[config.mk]
export PLATFORM = sky130hd
export DESIGN_NAME = dccu_top
export DESIGN_NICKNAME = d
export VERILOG_FILES = /design/src/rtl/dccu_pkg.sv /design/src/rtl/dccu_top.sv
export VERILOG_INCLUDE_DIRS = /design/src /design/src/rtl
export SDC_FILE = /design/constraint.sdc
export NUM_CORES = 1
export LEC_CHECK = 0
export BUFFER_PORTS_ARGS = -buffer_cell sky130_fd_sc_hd__buf_2
export CAP_MARGIN = 30
export CORE_MARGIN = 8
export CORE_UTILIZATION = 39
export DETAILED_ROUTE_END_ITERATION = 10
export PLACE_DENSITY_LB_ADDON = 0.25
export SLEW_MARGIN = 30
export SYNTH_ARGS = -nofsm -noshare
export SYNTH_HDL_FRONTEND = slang
export SYNTH_SLANG_ARGS = --single-unit
[constraint.sdc]
create_clock -name clk_i -period 5.5 [get_ports clk_i]
set_input_delay 0 -clock clk_i [delete_from_list [all_inputs] [get_ports clk_i]]
set_output_delay 0 -clock clk_i [all_outputs]
set_load 0.005 [all_outputs]
[src/rtl/dccu_map.svh]
`ifndef DCCU_MAP_SVH
`define DCCU_MAP_SVH
// Register indices; byte address is four times the index
`define DCCU_IDX_TMR_LO  8'h0e
`define DCCU_IDX_TMR_HI  8'h0f
`define DCCU_IDX_U0_LO   8'h15
`define DCCU_IDX_U0_HI   8'h16
`define DCCU_IDX_U0_CTRL 8'h17
`define DCCU_IDX_U1_LO   8'h1b
`define DCCU_IDX_U1_HI   8'h1c
`define DCCU_IDX_U1_CTRL 8'h1d
`define DCCU_IDX_FLAGS   8'h20
// Control field layout
`define DCCU_CTRL_W      6
`define DCCU_MODE_HI     3
`define DCCU_DUTY_HI     5
`define DCCU_DUTY_LO     4
`define DCCU_CTRL_RST    6'h00
// Mode codes
`define DCCU_MODE_OFF    4'h0
`define DCCU_MODE_FALL   4'h4
`define DCCU_MODE_RISE   4'h5
`define DCCU_MODE_RISE4  4'h6
`define DCCU_MODE_RISE16 4'h7
`define DCCU_MODE_SET    4'h8
`define DCCU_MODE_CLR    4'h9
`define DCCU_MODE_SOFT   4'ha
`define DCCU_MODE_TRIG   4'hb
// Prescaler terminal counts
`define DCCU_PS4_LAST    4'h3
`define DCCU_PS16_LAST   4'hf
// Flag register bits
`define DCCU_FLAG_OVF    2
`endif

[src/rtl/dccu_pkg.sv]
package dccu_pkg;
  typedef enum logic [1:0] {
    DCCU_OFF,
    DCCU_CAPTURE,
    DCCU_COMPARE,
    DCCU_PWM
  } dccu_kind_e;
endpackage

[src/rtl/dccu_top.sv]
`timescale 1ns/100ps
`include "dccu_map.svh"
// Functional notes
// - Each unit holds 16-bit value, two bytes
// - Mode zero disables and resets the unit
// - Modes 4-7 capture fall/rise/4th/16th rise
// - Mode 8 match drives pin high, flags
// - Mode 9 match drives pin low, flags
// - Mode 10 match only sets flag
// - Mode 11 flags, clears timer, unit two converts
// - Modes 11xx PWM, duty from low byte
// - Capture copies full timer count
// - Capture sets flag, software clears it
// - New capture overwrites old, no overrun
// - Events watch pin level, outputs included
// - Prescaler cleared when off or not capturing
// - Prescale switch keeps prescaler count
// - Compare acts in the match cycle
// - Both PWMs share one timer two timebase
// - Control written zero forces output latch low
// - Trigger clear never sets timer overflow flag
// - Software timer write beats trigger clear
module dccu_top #(
  parameter int TIMER_W = 16
) (
  input  wire logic        clk_i,
  input  wire logic        rst_i,
  input  wire logic        cyc_i,
  input  wire logic        stb_i,
  input  wire logic        we_i,
  input  wire logic [9:0]  adr_i,
  input  wire logic [31:0] dat_i,
  input  wire logic [3:0]  sel_i,
  output logic      [31:0] dat_o,
  output logic             ack_o,
  input  wire logic [1:0]  unit_pin_i,
  output logic      [1:0]  unit_pin_o,
  input  wire logic        timer_one_tick_i,
  input  wire logic [7:0]  timer_two_count_i,
  input  wire logic [1:0]  timer_two_fine_i,
  input  wire logic        timer_two_match_i,
  input  wire logic        adc_enable_i,
  output logic             adc_start_o
);

  if (TIMER_W != 16) begin : g_bad_width
    $error("Timer width must be 16");
  end

  logic [1:0]  pin_s1;
  logic [1:0]  pin_s2;
  logic [1:0]  pin_s3;
  logic [`DCCU_CTRL_W-1:0] ctrl [2];
  logic [7:0]  val_lo [2];
  logic [7:0]  val_hi [2];
  logic [3:0]  presc [2];
  logic [1:0]  duty_lat [2];
  logic [1:0]  flag;
  logic        ovf_flag;
  logic [15:0] timer_one_count;
  logic [7:0]  idx;
  logic        wr;
  logic        flags_wr;
  logic        tmr_wr;
  logic [1:0]  rise;
  logic [1:0]  fall;
  logic [1:0]  cap_evt;
  logic [1:0]  cmp_hit;
  logic [1:0]  trig;
  dccu_pkg::dccu_kind_e kind [2];

  function automatic dccu_pkg::dccu_kind_e kind_of(input logic [3:0] m);
    unique casez (m)
      4'b0000: kind_of = dccu_pkg::DCCU_OFF;
      4'b01??: kind_of = dccu_pkg::DCCU_CAPTURE;
      4'b10??: kind_of = dccu_pkg::DCCU_COMPARE;
      4'b11??: kind_of = dccu_pkg::DCCU_PWM;
      default: kind_of = dccu_pkg::DCCU_OFF;
    endcase
  endfunction

  function automatic logic [7:0] unit_idx(input int u, input int which);
    logic [7:0] r;
    r = 8'h00;
    unique case (which)
      0: r = (u == 0) ? `DCCU_IDX_U0_LO : `DCCU_IDX_U1_LO;
      1: r = (u == 0) ? `DCCU_IDX_U0_HI : `DCCU_IDX_U1_HI;
      default: r = (u == 0) ? `DCCU_IDX_U0_CTRL : `DCCU_IDX_U1_CTRL;
    endcase
    return r;
  endfunction

  function automatic logic [7:0] read_byte(input logic [7:0] a);
    logic [7:0] r;
    r = 8'h00;
    for (int u = 0; u < 2; u++) begin
      if (a == unit_idx(u, 0)) r = val_lo[u];
      if (a == unit_idx(u, 1)) r = val_hi[u];
      if (a == unit_idx(u, 2)) r = {2'b00, ctrl[u]};
    end
    if (a == `DCCU_IDX_TMR_LO) r = timer_one_count[7:0];
    if (a == `DCCU_IDX_TMR_HI) r = timer_one_count[15:8];
    if (a == `DCCU_IDX_FLAGS) r = {5'b00000, ovf_flag, flag};
    return r;
  endfunction

  assign idx      = adr_i[9:2];
  assign wr       = cyc_i & stb_i & we_i & ack_o & sel_i[0];
  assign flags_wr = wr && (idx == `DCCU_IDX_FLAGS);
  assign tmr_wr   = wr && (idx == `DCCU_IDX_TMR_LO ||
                           idx == `DCCU_IDX_TMR_HI);

  // Ack a cycle after the request; drops the cycle after it rose
  always_ff @(posedge clk_i) begin
    if (rst_i) begin
      ack_o <= 1'b0;
      dat_o <= 32'h0000_0000;
    end else begin
      ack_o <= cyc_i & stb_i & ~ack_o;
      dat_o <= {24'h000000, read_byte(idx)};
    end
  end

  // Pad level, so port writes on an output pin also count
  always_ff @(posedge clk_i) begin
    if (rst_i) begin
      pin_s1 <= 2'b00;
      pin_s2 <= 2'b00;
      pin_s3 <= 2'b00;
    end else begin
      pin_s1 <= unit_pin_i;
      pin_s2 <= pin_s1;
      pin_s3 <= pin_s2;
    end
  end

  always_comb begin
    for (int u = 0; u < 2; u++) begin
      kind[u]    = kind_of(ctrl[u][`DCCU_MODE_HI:0]);
      rise[u]    = pin_s2[u] & ~pin_s3[u];
      fall[u]    = ~pin_s2[u] & pin_s3[u];
      cmp_hit[u] = (kind[u] == dccu_pkg::DCCU_COMPARE) &&
                   ({val_hi[u], val_lo[u]} == timer_one_count);
      trig[u]    = cmp_hit[u] &&
                   (ctrl[u][`DCCU_MODE_HI:0] == `DCCU_MODE_TRIG);
      cap_evt[u] = 1'b0;
      unique case (ctrl[u][`DCCU_MODE_HI:0])
        `DCCU_MODE_FALL:   cap_evt[u] = fall[u];
        `DCCU_MODE_RISE:   cap_evt[u] = rise[u];
        `DCCU_MODE_RISE4:  cap_evt[u] = rise[u] &&
                           ({2'b00, presc[u][1:0]} == `DCCU_PS4_LAST);
        `DCCU_MODE_RISE16: cap_evt[u] = rise[u] &&
                           (presc[u] == `DCCU_PS16_LAST);
        default:           cap_evt[u] = 1'b0;
      endcase
    end
  end

  // Control and value registers
  always_ff @(posedge clk_i) begin
    if (rst_i) begin
      for (int u = 0; u < 2; u++) begin
        ctrl[u]   <= `DCCU_CTRL_RST;
        val_lo[u] <= 8'h00;
        val_hi[u] <= 8'h00;
      end
    end else begin
      for (int u = 0; u < 2; u++) begin
        if (wr && idx == unit_idx(u, 2))
          ctrl[u] <= dat_i[`DCCU_CTRL_W-1:0];
        if (cap_evt[u]) begin
          // Silent overwrite: no overrun tracking
          {val_hi[u], val_lo[u]} <= timer_one_count;
        end else begin
          if (wr && idx == unit_idx(u, 0))
            val_lo[u] <= dat_i[7:0];
          // High byte holds the active duty and is read-only in PWM
          if (kind[u] == dccu_pkg::DCCU_PWM) begin
            if (timer_two_match_i)
              val_hi[u] <= val_lo[u];
          end else if (wr && idx == unit_idx(u, 1)) begin
            val_hi[u] <= dat_i[7:0];
          end
        end
      end
    end
  end

  // Mode changes between prescales do not clear the count
  always_ff @(posedge clk_i) begin
    if (rst_i) begin
      for (int u = 0; u < 2; u++)
        presc[u] <= 4'h0;
    end else begin
      for (int u = 0; u < 2; u++) begin
        if (kind[u] != dccu_pkg::DCCU_CAPTURE)
          presc[u] <= 4'h0;
        else if (rise[u])
          presc[u] <= presc[u] + 4'h1;
      end
    end
  end

  // Output latch, separate from any port data latch
  always_ff @(posedge clk_i) begin
    if (rst_i) begin
      unit_pin_o <= 2'b00;
      for (int u = 0; u < 2; u++)
        duty_lat[u] <= 2'b00;
    end else begin
      for (int u = 0; u < 2; u++) begin
        unique case (kind[u])
          dccu_pkg::DCCU_OFF:
            unit_pin_o[u] <= 1'b0;
          dccu_pkg::DCCU_COMPARE: begin
            if (cmp_hit[u] &&
                ctrl[u][`DCCU_MODE_HI:0] == `DCCU_MODE_SET)
              unit_pin_o[u] <= 1'b1;
            else if (cmp_hit[u] &&
                     ctrl[u][`DCCU_MODE_HI:0] == `DCCU_MODE_CLR)
              unit_pin_o[u] <= 1'b0;
          end
          dccu_pkg::DCCU_PWM: begin
            // Shared period match keeps both rising edges aligned
            if (timer_two_match_i) begin
              duty_lat[u]   <= ctrl[u][`DCCU_DUTY_HI:`DCCU_DUTY_LO];
              unit_pin_o[u] <= |{val_lo[u],
                                 ctrl[u][`DCCU_DUTY_HI:`DCCU_DUTY_LO]};
            end else if ({val_hi[u], duty_lat[u]} ==
                         {timer_two_count_i, timer_two_fine_i}) begin
              unit_pin_o[u] <= 1'b0;
            end
          end
          default: ;
        endcase
      end
    end
  end

  // Set wins over a software clear in the same cycle
  always_ff @(posedge clk_i) begin
    if (rst_i) begin
      flag <= 2'b00;
    end else begin
      for (int u = 0; u < 2; u++)
        flag[u] <= cap_evt[u] | cmp_hit[u] |
                   (flag[u] & ~(flags_wr & dat_i[u]));
    end
  end

  // Timer one count and its overflow flag
  always_ff @(posedge clk_i) begin
    if (rst_i) begin
      timer_one_count <= 16'h0000;
      ovf_flag        <= 1'b0;
    end else begin
      if (tmr_wr) begin
        if (idx == `DCCU_IDX_TMR_LO)
          timer_one_count[7:0] <= dat_i[7:0];
        else
          timer_one_count[15:8] <= dat_i[7:0];
      end else if (|trig) begin
        timer_one_count <= 16'h0000;
      end else if (timer_one_tick_i) begin
        timer_one_count <= timer_one_count + 16'h0001;
      end
      // Only a natural wrap raises it, never the trigger clear
      ovf_flag <= (timer_one_tick_i && !tmr_wr && !(|trig) &&
                   &timer_one_count) |
                  (ovf_flag & ~(flags_wr & dat_i[`DCCU_FLAG_OVF]));
    end
  end

  always_ff @(posedge clk_i) begin
    if (rst_i)
      adc_start_o <= 1'b0;
    else
      adc_start_o <= trig[1] & adc_enable_i;
  end

  for (genvar u = 0; u < 2; u++) begin : g_chk

  end
endmodule // dccu_top

# [Yosys cells after proc, flatten, opt, wreduce, memory -nomap -nowiden]
# Memories as Yosys holds them, arrays and structs flattened.
# Index checks and enable logic that the tools add are counted.
[classes] add_sub_neg=3 eq_ne=55 muxes=93 bitwise_logic=37 n_reduce_logical=46
[op_table] cell="2-to-1 mux 8 bit" n=39
[op_table] cell="equality test 8 bit" n=10
[op_table] cell="2-to-1 mux 16 bit" n=3
[op_table] cell="2-to-1 mux 1 bit" n=37
[op_table] cell="equality test 16 bit" n=2
[op_table] cell="equality test 4 x 3 -> 1 bit (second input constant)" n=8
[op_table] cell="equality test 4 bit (second input constant)" n=8
[op_table] cell="logical AND 1 bit" n=23
[op_table] cell="equality test 10 bit" n=2
[op_table] cell="equality test 2 bit (second input constant)" n=10
[op_table] cell="OR reduction 10 bit" n=2
[op_table] cell="adder 16 x 1 -> 16 bit (second input constant)" n=1
[op_table] cell="AND 1 bit" n=16
[op_table] cell="equality test 8 x 4 -> 1 bit (second input constant)" n=2
[op_table] cell="2-to-1 mux 4 bit" n=4
[op_table] cell="AND reduction 16 bit" n=1
[op_table] cell="nonzero test 3 bit" n=5
[op_table] cell="OR 1 bit" n=13
[op_table] cell="2-to-1 mux 6 bit" n=2
[op_table] cell="one-hot mux 2 bit (3 select lines)" n=2
[op_table] cell="adder 4 x 1 -> 4 bit (second input constant)" n=2
[op_table] cell="equality test 8 x 6 -> 1 bit (second input constant)" n=1
[op_table] cell="inverter 1 bit" n=8
[op_table] cell="one-hot mux 1 bit (4 select lines)" n=2
[op_table] cell="15 further kinds" n=31
[word_totals] ff_bits=93 mem_bits_rw=24 in_bits=66 output_inout_bits=36 wordCells=255 mem_count=3
[mem_list] name="ctrl" depth=2 word_bits=6 read_ports=2 rd_clocked_by_memory_dff=0 write_ports=2 line="dccu_top.sv:53" text="logic [`DCCU_CTRL_W-1:0] ctrl [2];"
[mem_list] name="presc" depth=2 word_bits=4 read_ports=2 rd_clocked_by_memory_dff=0 write_ports=2 line="dccu_top.sv:56" text="logic [3:0] presc [2];"
[mem_list] name="duty_lat" depth=2 word_bits=2 read_ports=2 rd_clocked_by_memory_dff=0 write_ports=2 line="dccu_top.sv:57" text="logic [1:0] duty_lat [2];"

# [Depth between registers and ports, before layout]
[logic_depth] depth_word=11 mapped_depth=9 depth_no_buf=7

# [Least setup slack after synthesis]
# No wires, ideal clock.
[synth_timing] path_type="register -> register" from="reg timer_one_count[9]" to="reg timer_one_count[13]" setup_ps=116 arrival_time_ps=2139 t_required_ps=5384 setup_slack_ps=3244 path_stages_with_launch=10 n_path_buf=3 synth_period_minus_slack_ps=2256 path_cell_list="dfxtp_1 -> clkbuf_1 -> xnor2_1 -> nand4_1 -> or4_1 -> o2bb2a_2 -> buf_6 -> buf_6 -> a31o_2 -> o211a_1"
[synth_between] elab_chain_cells=6 word_cells_on_any_way=13 classes_between="add/sub: 1; eq/ne: 2; mux: 3; reduce/logical: 7"
[synth_lines] item="start: declaration" line="dccu_top.sv:60" text="logic [15:0] timer_one_count;"
[synth_lines] item="start signal: assignment" line="dccu_top.sv:261" text="timer_one_count[15:8] <= dat_i[7:0];"
[synth_lines] item="start signal: assignment" line="dccu_top.sv:265" text="timer_one_count <= timer_one_count + 16'h0001;"
[synth_lines] item="branches (longest 6 deep; another with adder 16 x 1 -> 16 bit)"
# Parallel ways; which one is timed is not known. The select of a mux whose other input is x is not followed.
# A chain may end at the register's enable or synchronous reset.

# [Worst setup path in the final report]
[layout_timing] from="reg timer_one_count[11]" to="reg timer_one_count[5]"
[layout_between] elab_chain_cells=6 word_cells_on_any_way=11 classes_between="eq/ne: 2; mux: 2; reduce/logical: 7"
[layout_lines] item="equality test 16 bit" line="dccu_top.sv:143" text="({val_hi[u], val_lo[u]} == timer_one_count);"
[layout_lines] item="logical AND 1 bit" line="dccu_top.sv:142" text="cmp_hit[u] = (kind[u] == dccu_pkg::DCCU_COMPARE) &&"
[layout_lines] item="logical AND 1 bit" line="dccu_top.sv:144" text="trig[u] = cmp_hit[u] &&"
[layout_lines] item="OR reduction 2 bit (*)" line="dccu_top.sv:262" text="end else if (|trig) begin"
[layout_lines] item="nonzero test 3 bit (no line) or 2-to-1 mux 16 bit (tied branches)"
[layout_lines] item="AND reduction 2 bit (no line) or 2-to-1 mux 16 bit (tied branches)"
# Mark *: on every way between the ends. The rest lies on a longest branch, timed or not.

==> metrics <==
outcome completed; Synth area leaders dfxtp_1 (23%), edfxtp_1 (12%), xnor2_1 (5.6%); vias 5840; Clk Latency, worst-skew pair 360 ps; Syn Area/Cell 8.371 um^2; endpoints failing setup 0; metal1 wirelength 8.944 mm; Internal 1.111 mW; GRT overflow 0; WL/cell 22.41 um; crit path time final 3174 ps; Main synth FF type dfxtp_1; Async SR Flop Fraction 0%; WL final 21.40 mm; Commonest cells post-synth nand2_1 (82), dfxtp_1 (69), nor2_1 (64); Crit Path Max Fanout 25; Post-Route Setup TNS 0 ps; CTS tree done; startpoint types flip-flop; fill count 1524; H-tree levels 3; GP Congestion 0.9344; Post-DP Area 6221 um^2; Worst EP required 5730 ps; hold path cells 3; Syn. warnings 0; Worst-Margin Slew 1028 ps; RSZ-0062 raised after global routing no; Layout Nets 808; P&R area growth vs syn 7.494%; Final Instance Count excl. Fillers 955; Sw Ratio 25.91%; Relative slew margins 30.81%; clock-pin transition on the worst setup and hold timing paths 70 ps; Final ANT Viol Nets 0; Post-Syn Area 6111 um^2; post-cts sizing count 0; Hold Path Class in -> reg; TritonCTS Buffers 9; r2r worst-path depth 6; Syn Inst Count 730; Logic pwr share 9.7%; # IOs 102; vias per inst 6.115; sequential area share after synthesis 34.40%; Die W 141.2 um; met3 WL 2.309 mm; Post-synth EDFFs 24; die area 19930 um^2; # diodes 0; CP Class reg -> reg; Max Used Layer met4; CORE AREA 15260 um^2; register share of total power 49.5%; Leak 2.366 nW; Crit path arrival time 3410 ps; fmax 315.1 MHz; Clock Tree Buf Depth 2; Port-buffer cells 48; Design Area, Final 6569 um^2; routed length on met2 9.281 mm; share of the synthesized area in the top cell type 22.60%; row count 45; Initial Util 40.05%; # clock sinks 93; Initial DRC Count 781; Slew Limit Fails 0; Power Dens Cells 228.3 nW/um^2; clock power share 40.8%; total global-route track usage 21.36%; vias in the first global route 5649; Post-Route Skew 9.831 ps; count leader, synth nand2_1; synth unique cells 76; placed cell count 934; Psw 0.3886 mW; FF+latch count, synth 93; final hold violation count 0; initial antenna violation count 0; HPWL after DPL 15.15 mm; drt pass-1 iters 5; Synth area leader dfxtp_1; MaxCap Viol Count 0; CTS Root Cell clkbuf_16; height of the die 141.2 um; Tcrit/Tclk final 57.70%; global-route wire length before repair 32.46 mm; peak supply drop 0.1386 mV; largest net degree at the start of global routing 54; layout cell share with drive strength beyond 1 12.23%; DR DRC count 0; crit path capture type flip-flop
==> final timing paths <==
kind                            start            endpoint  slack (ps)
setup / recovery  timer_one_count[11]  timer_one_count[5]        2330
hold / removal               dat_i[7]           val_lo[7]          30
setup reg to reg  timer_one_count[11]  timer_one_count[5]        2330
hold reg to reg             pin_s1[0]           pin_s2[0]         450
==> power groups by stage <==
| stage | Sequential [mW] | Combinational [mW] | Clock (mW) |
|---|---|---|---|
| 6_report | 0.743 | 0.145 | 0.612 |
| 5_1_grt | 0.744 | 0.158 | 0.640 |
| 4_1_cts | 0.742 | 0.141 | 0.616 |
| 3_5_place_dp | 0.757 | 0.138 | 0 |
| 3_3_place_gp | 0.757 | 0.135 | 0 |
| 2_1_floorplan | 0.741 | 0.111 | 0 |
==> logic make-up after synthesis <==
family	Yosys count	synth area share (%)
DFF	93	34.40
and+or+nand+nor	292	24.16
AOI/OAI and AO/OA	176	21.07
xor gates and xnor gates	57	8.170
buffers and inverters	93	9.029
other	1	0.06137
adders and majority gates	3	0.6143
muxes	15	2.498
==> worst max-delay path: stages (launching register included) <==
cell      delay [ps]
dfxtp_1          780
xnor2_1          190
nand4_1          110
nor4_1           790
o2bb2a_2         510
a21oi_1          480
o22ai_1          160
==> cell usage in the layout, fill, tap and decap left out, types with 6 or more instances in the layout <==
master	instances
xor2_1	18
clkbuf_16	9
nor4_1	11
dfxtp_1	69
o21ai_0	26
conb_1	24
nand2_1	82
mux2i_1	13
a311o_2	6
nand4_1	14
o2bb2ai_1	10
nor3_1	11
nor2_1	63
nor4b_1	6
a22oi_1	6
a311oi_1	10
and2_1	14
o211ai_1	6
inv_1	12
nand3_1	46
nor2b_1	8
o22ai_1	6
xnor2_1	39
a31oi_1	6
buf_2	48
edfxtp_1	24
a211oi_1	14
a21boi_0	6
a221oi_1	14
a21oi_1	30
and3_1	6
==> per-stage QoR <==
| step | power [mW] | hold WS, ps | setup slack, ps | util, % |
|---|---|---|---|---|
| after CTS | 1.499 | 17.00 | 2444 | 42.99 |
| after detailed placement | 0.8951 | 236.4 | 2458 | 40.77 |
| after global placement | 0.8915 | 210.4 | 2527 | 40.77 |
| final | 1.500 | 33.94 | 2326 | 43.05 |
| after global routing | 1.542 | 48.86 | 2328 | 43.05 |
| after floorplan | 0.8516 | 118.3 | 3244 | - |
==> flip-flops by register name (all words and copies together), names as in the netlist <==
signal	count
ovf_flag	1
adc_start_o	1
pin_s3	2
unit_pin_o	2
pin_s1	2
ctrl	12
ack_o	1
dat_o	8
val_lo	16
duty_lat	4
presc	8
flag	2
pin_s2	2
timer_one_count	16
val_hi	16
==> timing repair <==
action,4_1_cts,5_1_grt
endpoints found under the setup margin,0,0
hold buffers,5,0
endpoints found under the hold margin,4,0
buffers inserted,0,0
==> metal layers <==
metal  vias to the layer above  GRT usage, %
li1                       2652             -
met1                      2755         28.06
met2                       373         31.79
met3                        60         4.355
met4                         0         12.56
met5                         -             0
==> layout make-up <==
type                    instances  area (um^2)  area share (%)
repair buffers                 56        312.8           4.762
well taps                     211        264.0           4.019
clock buffers                  13        270.3           4.114
flip-flops and latches         93         2102           32.00
inverters                      12        45.04          0.6857
clock inverters                 3        18.77          0.2857
multi-input cells             567         3556           54.13
Power figures use the tool's default switching activity.
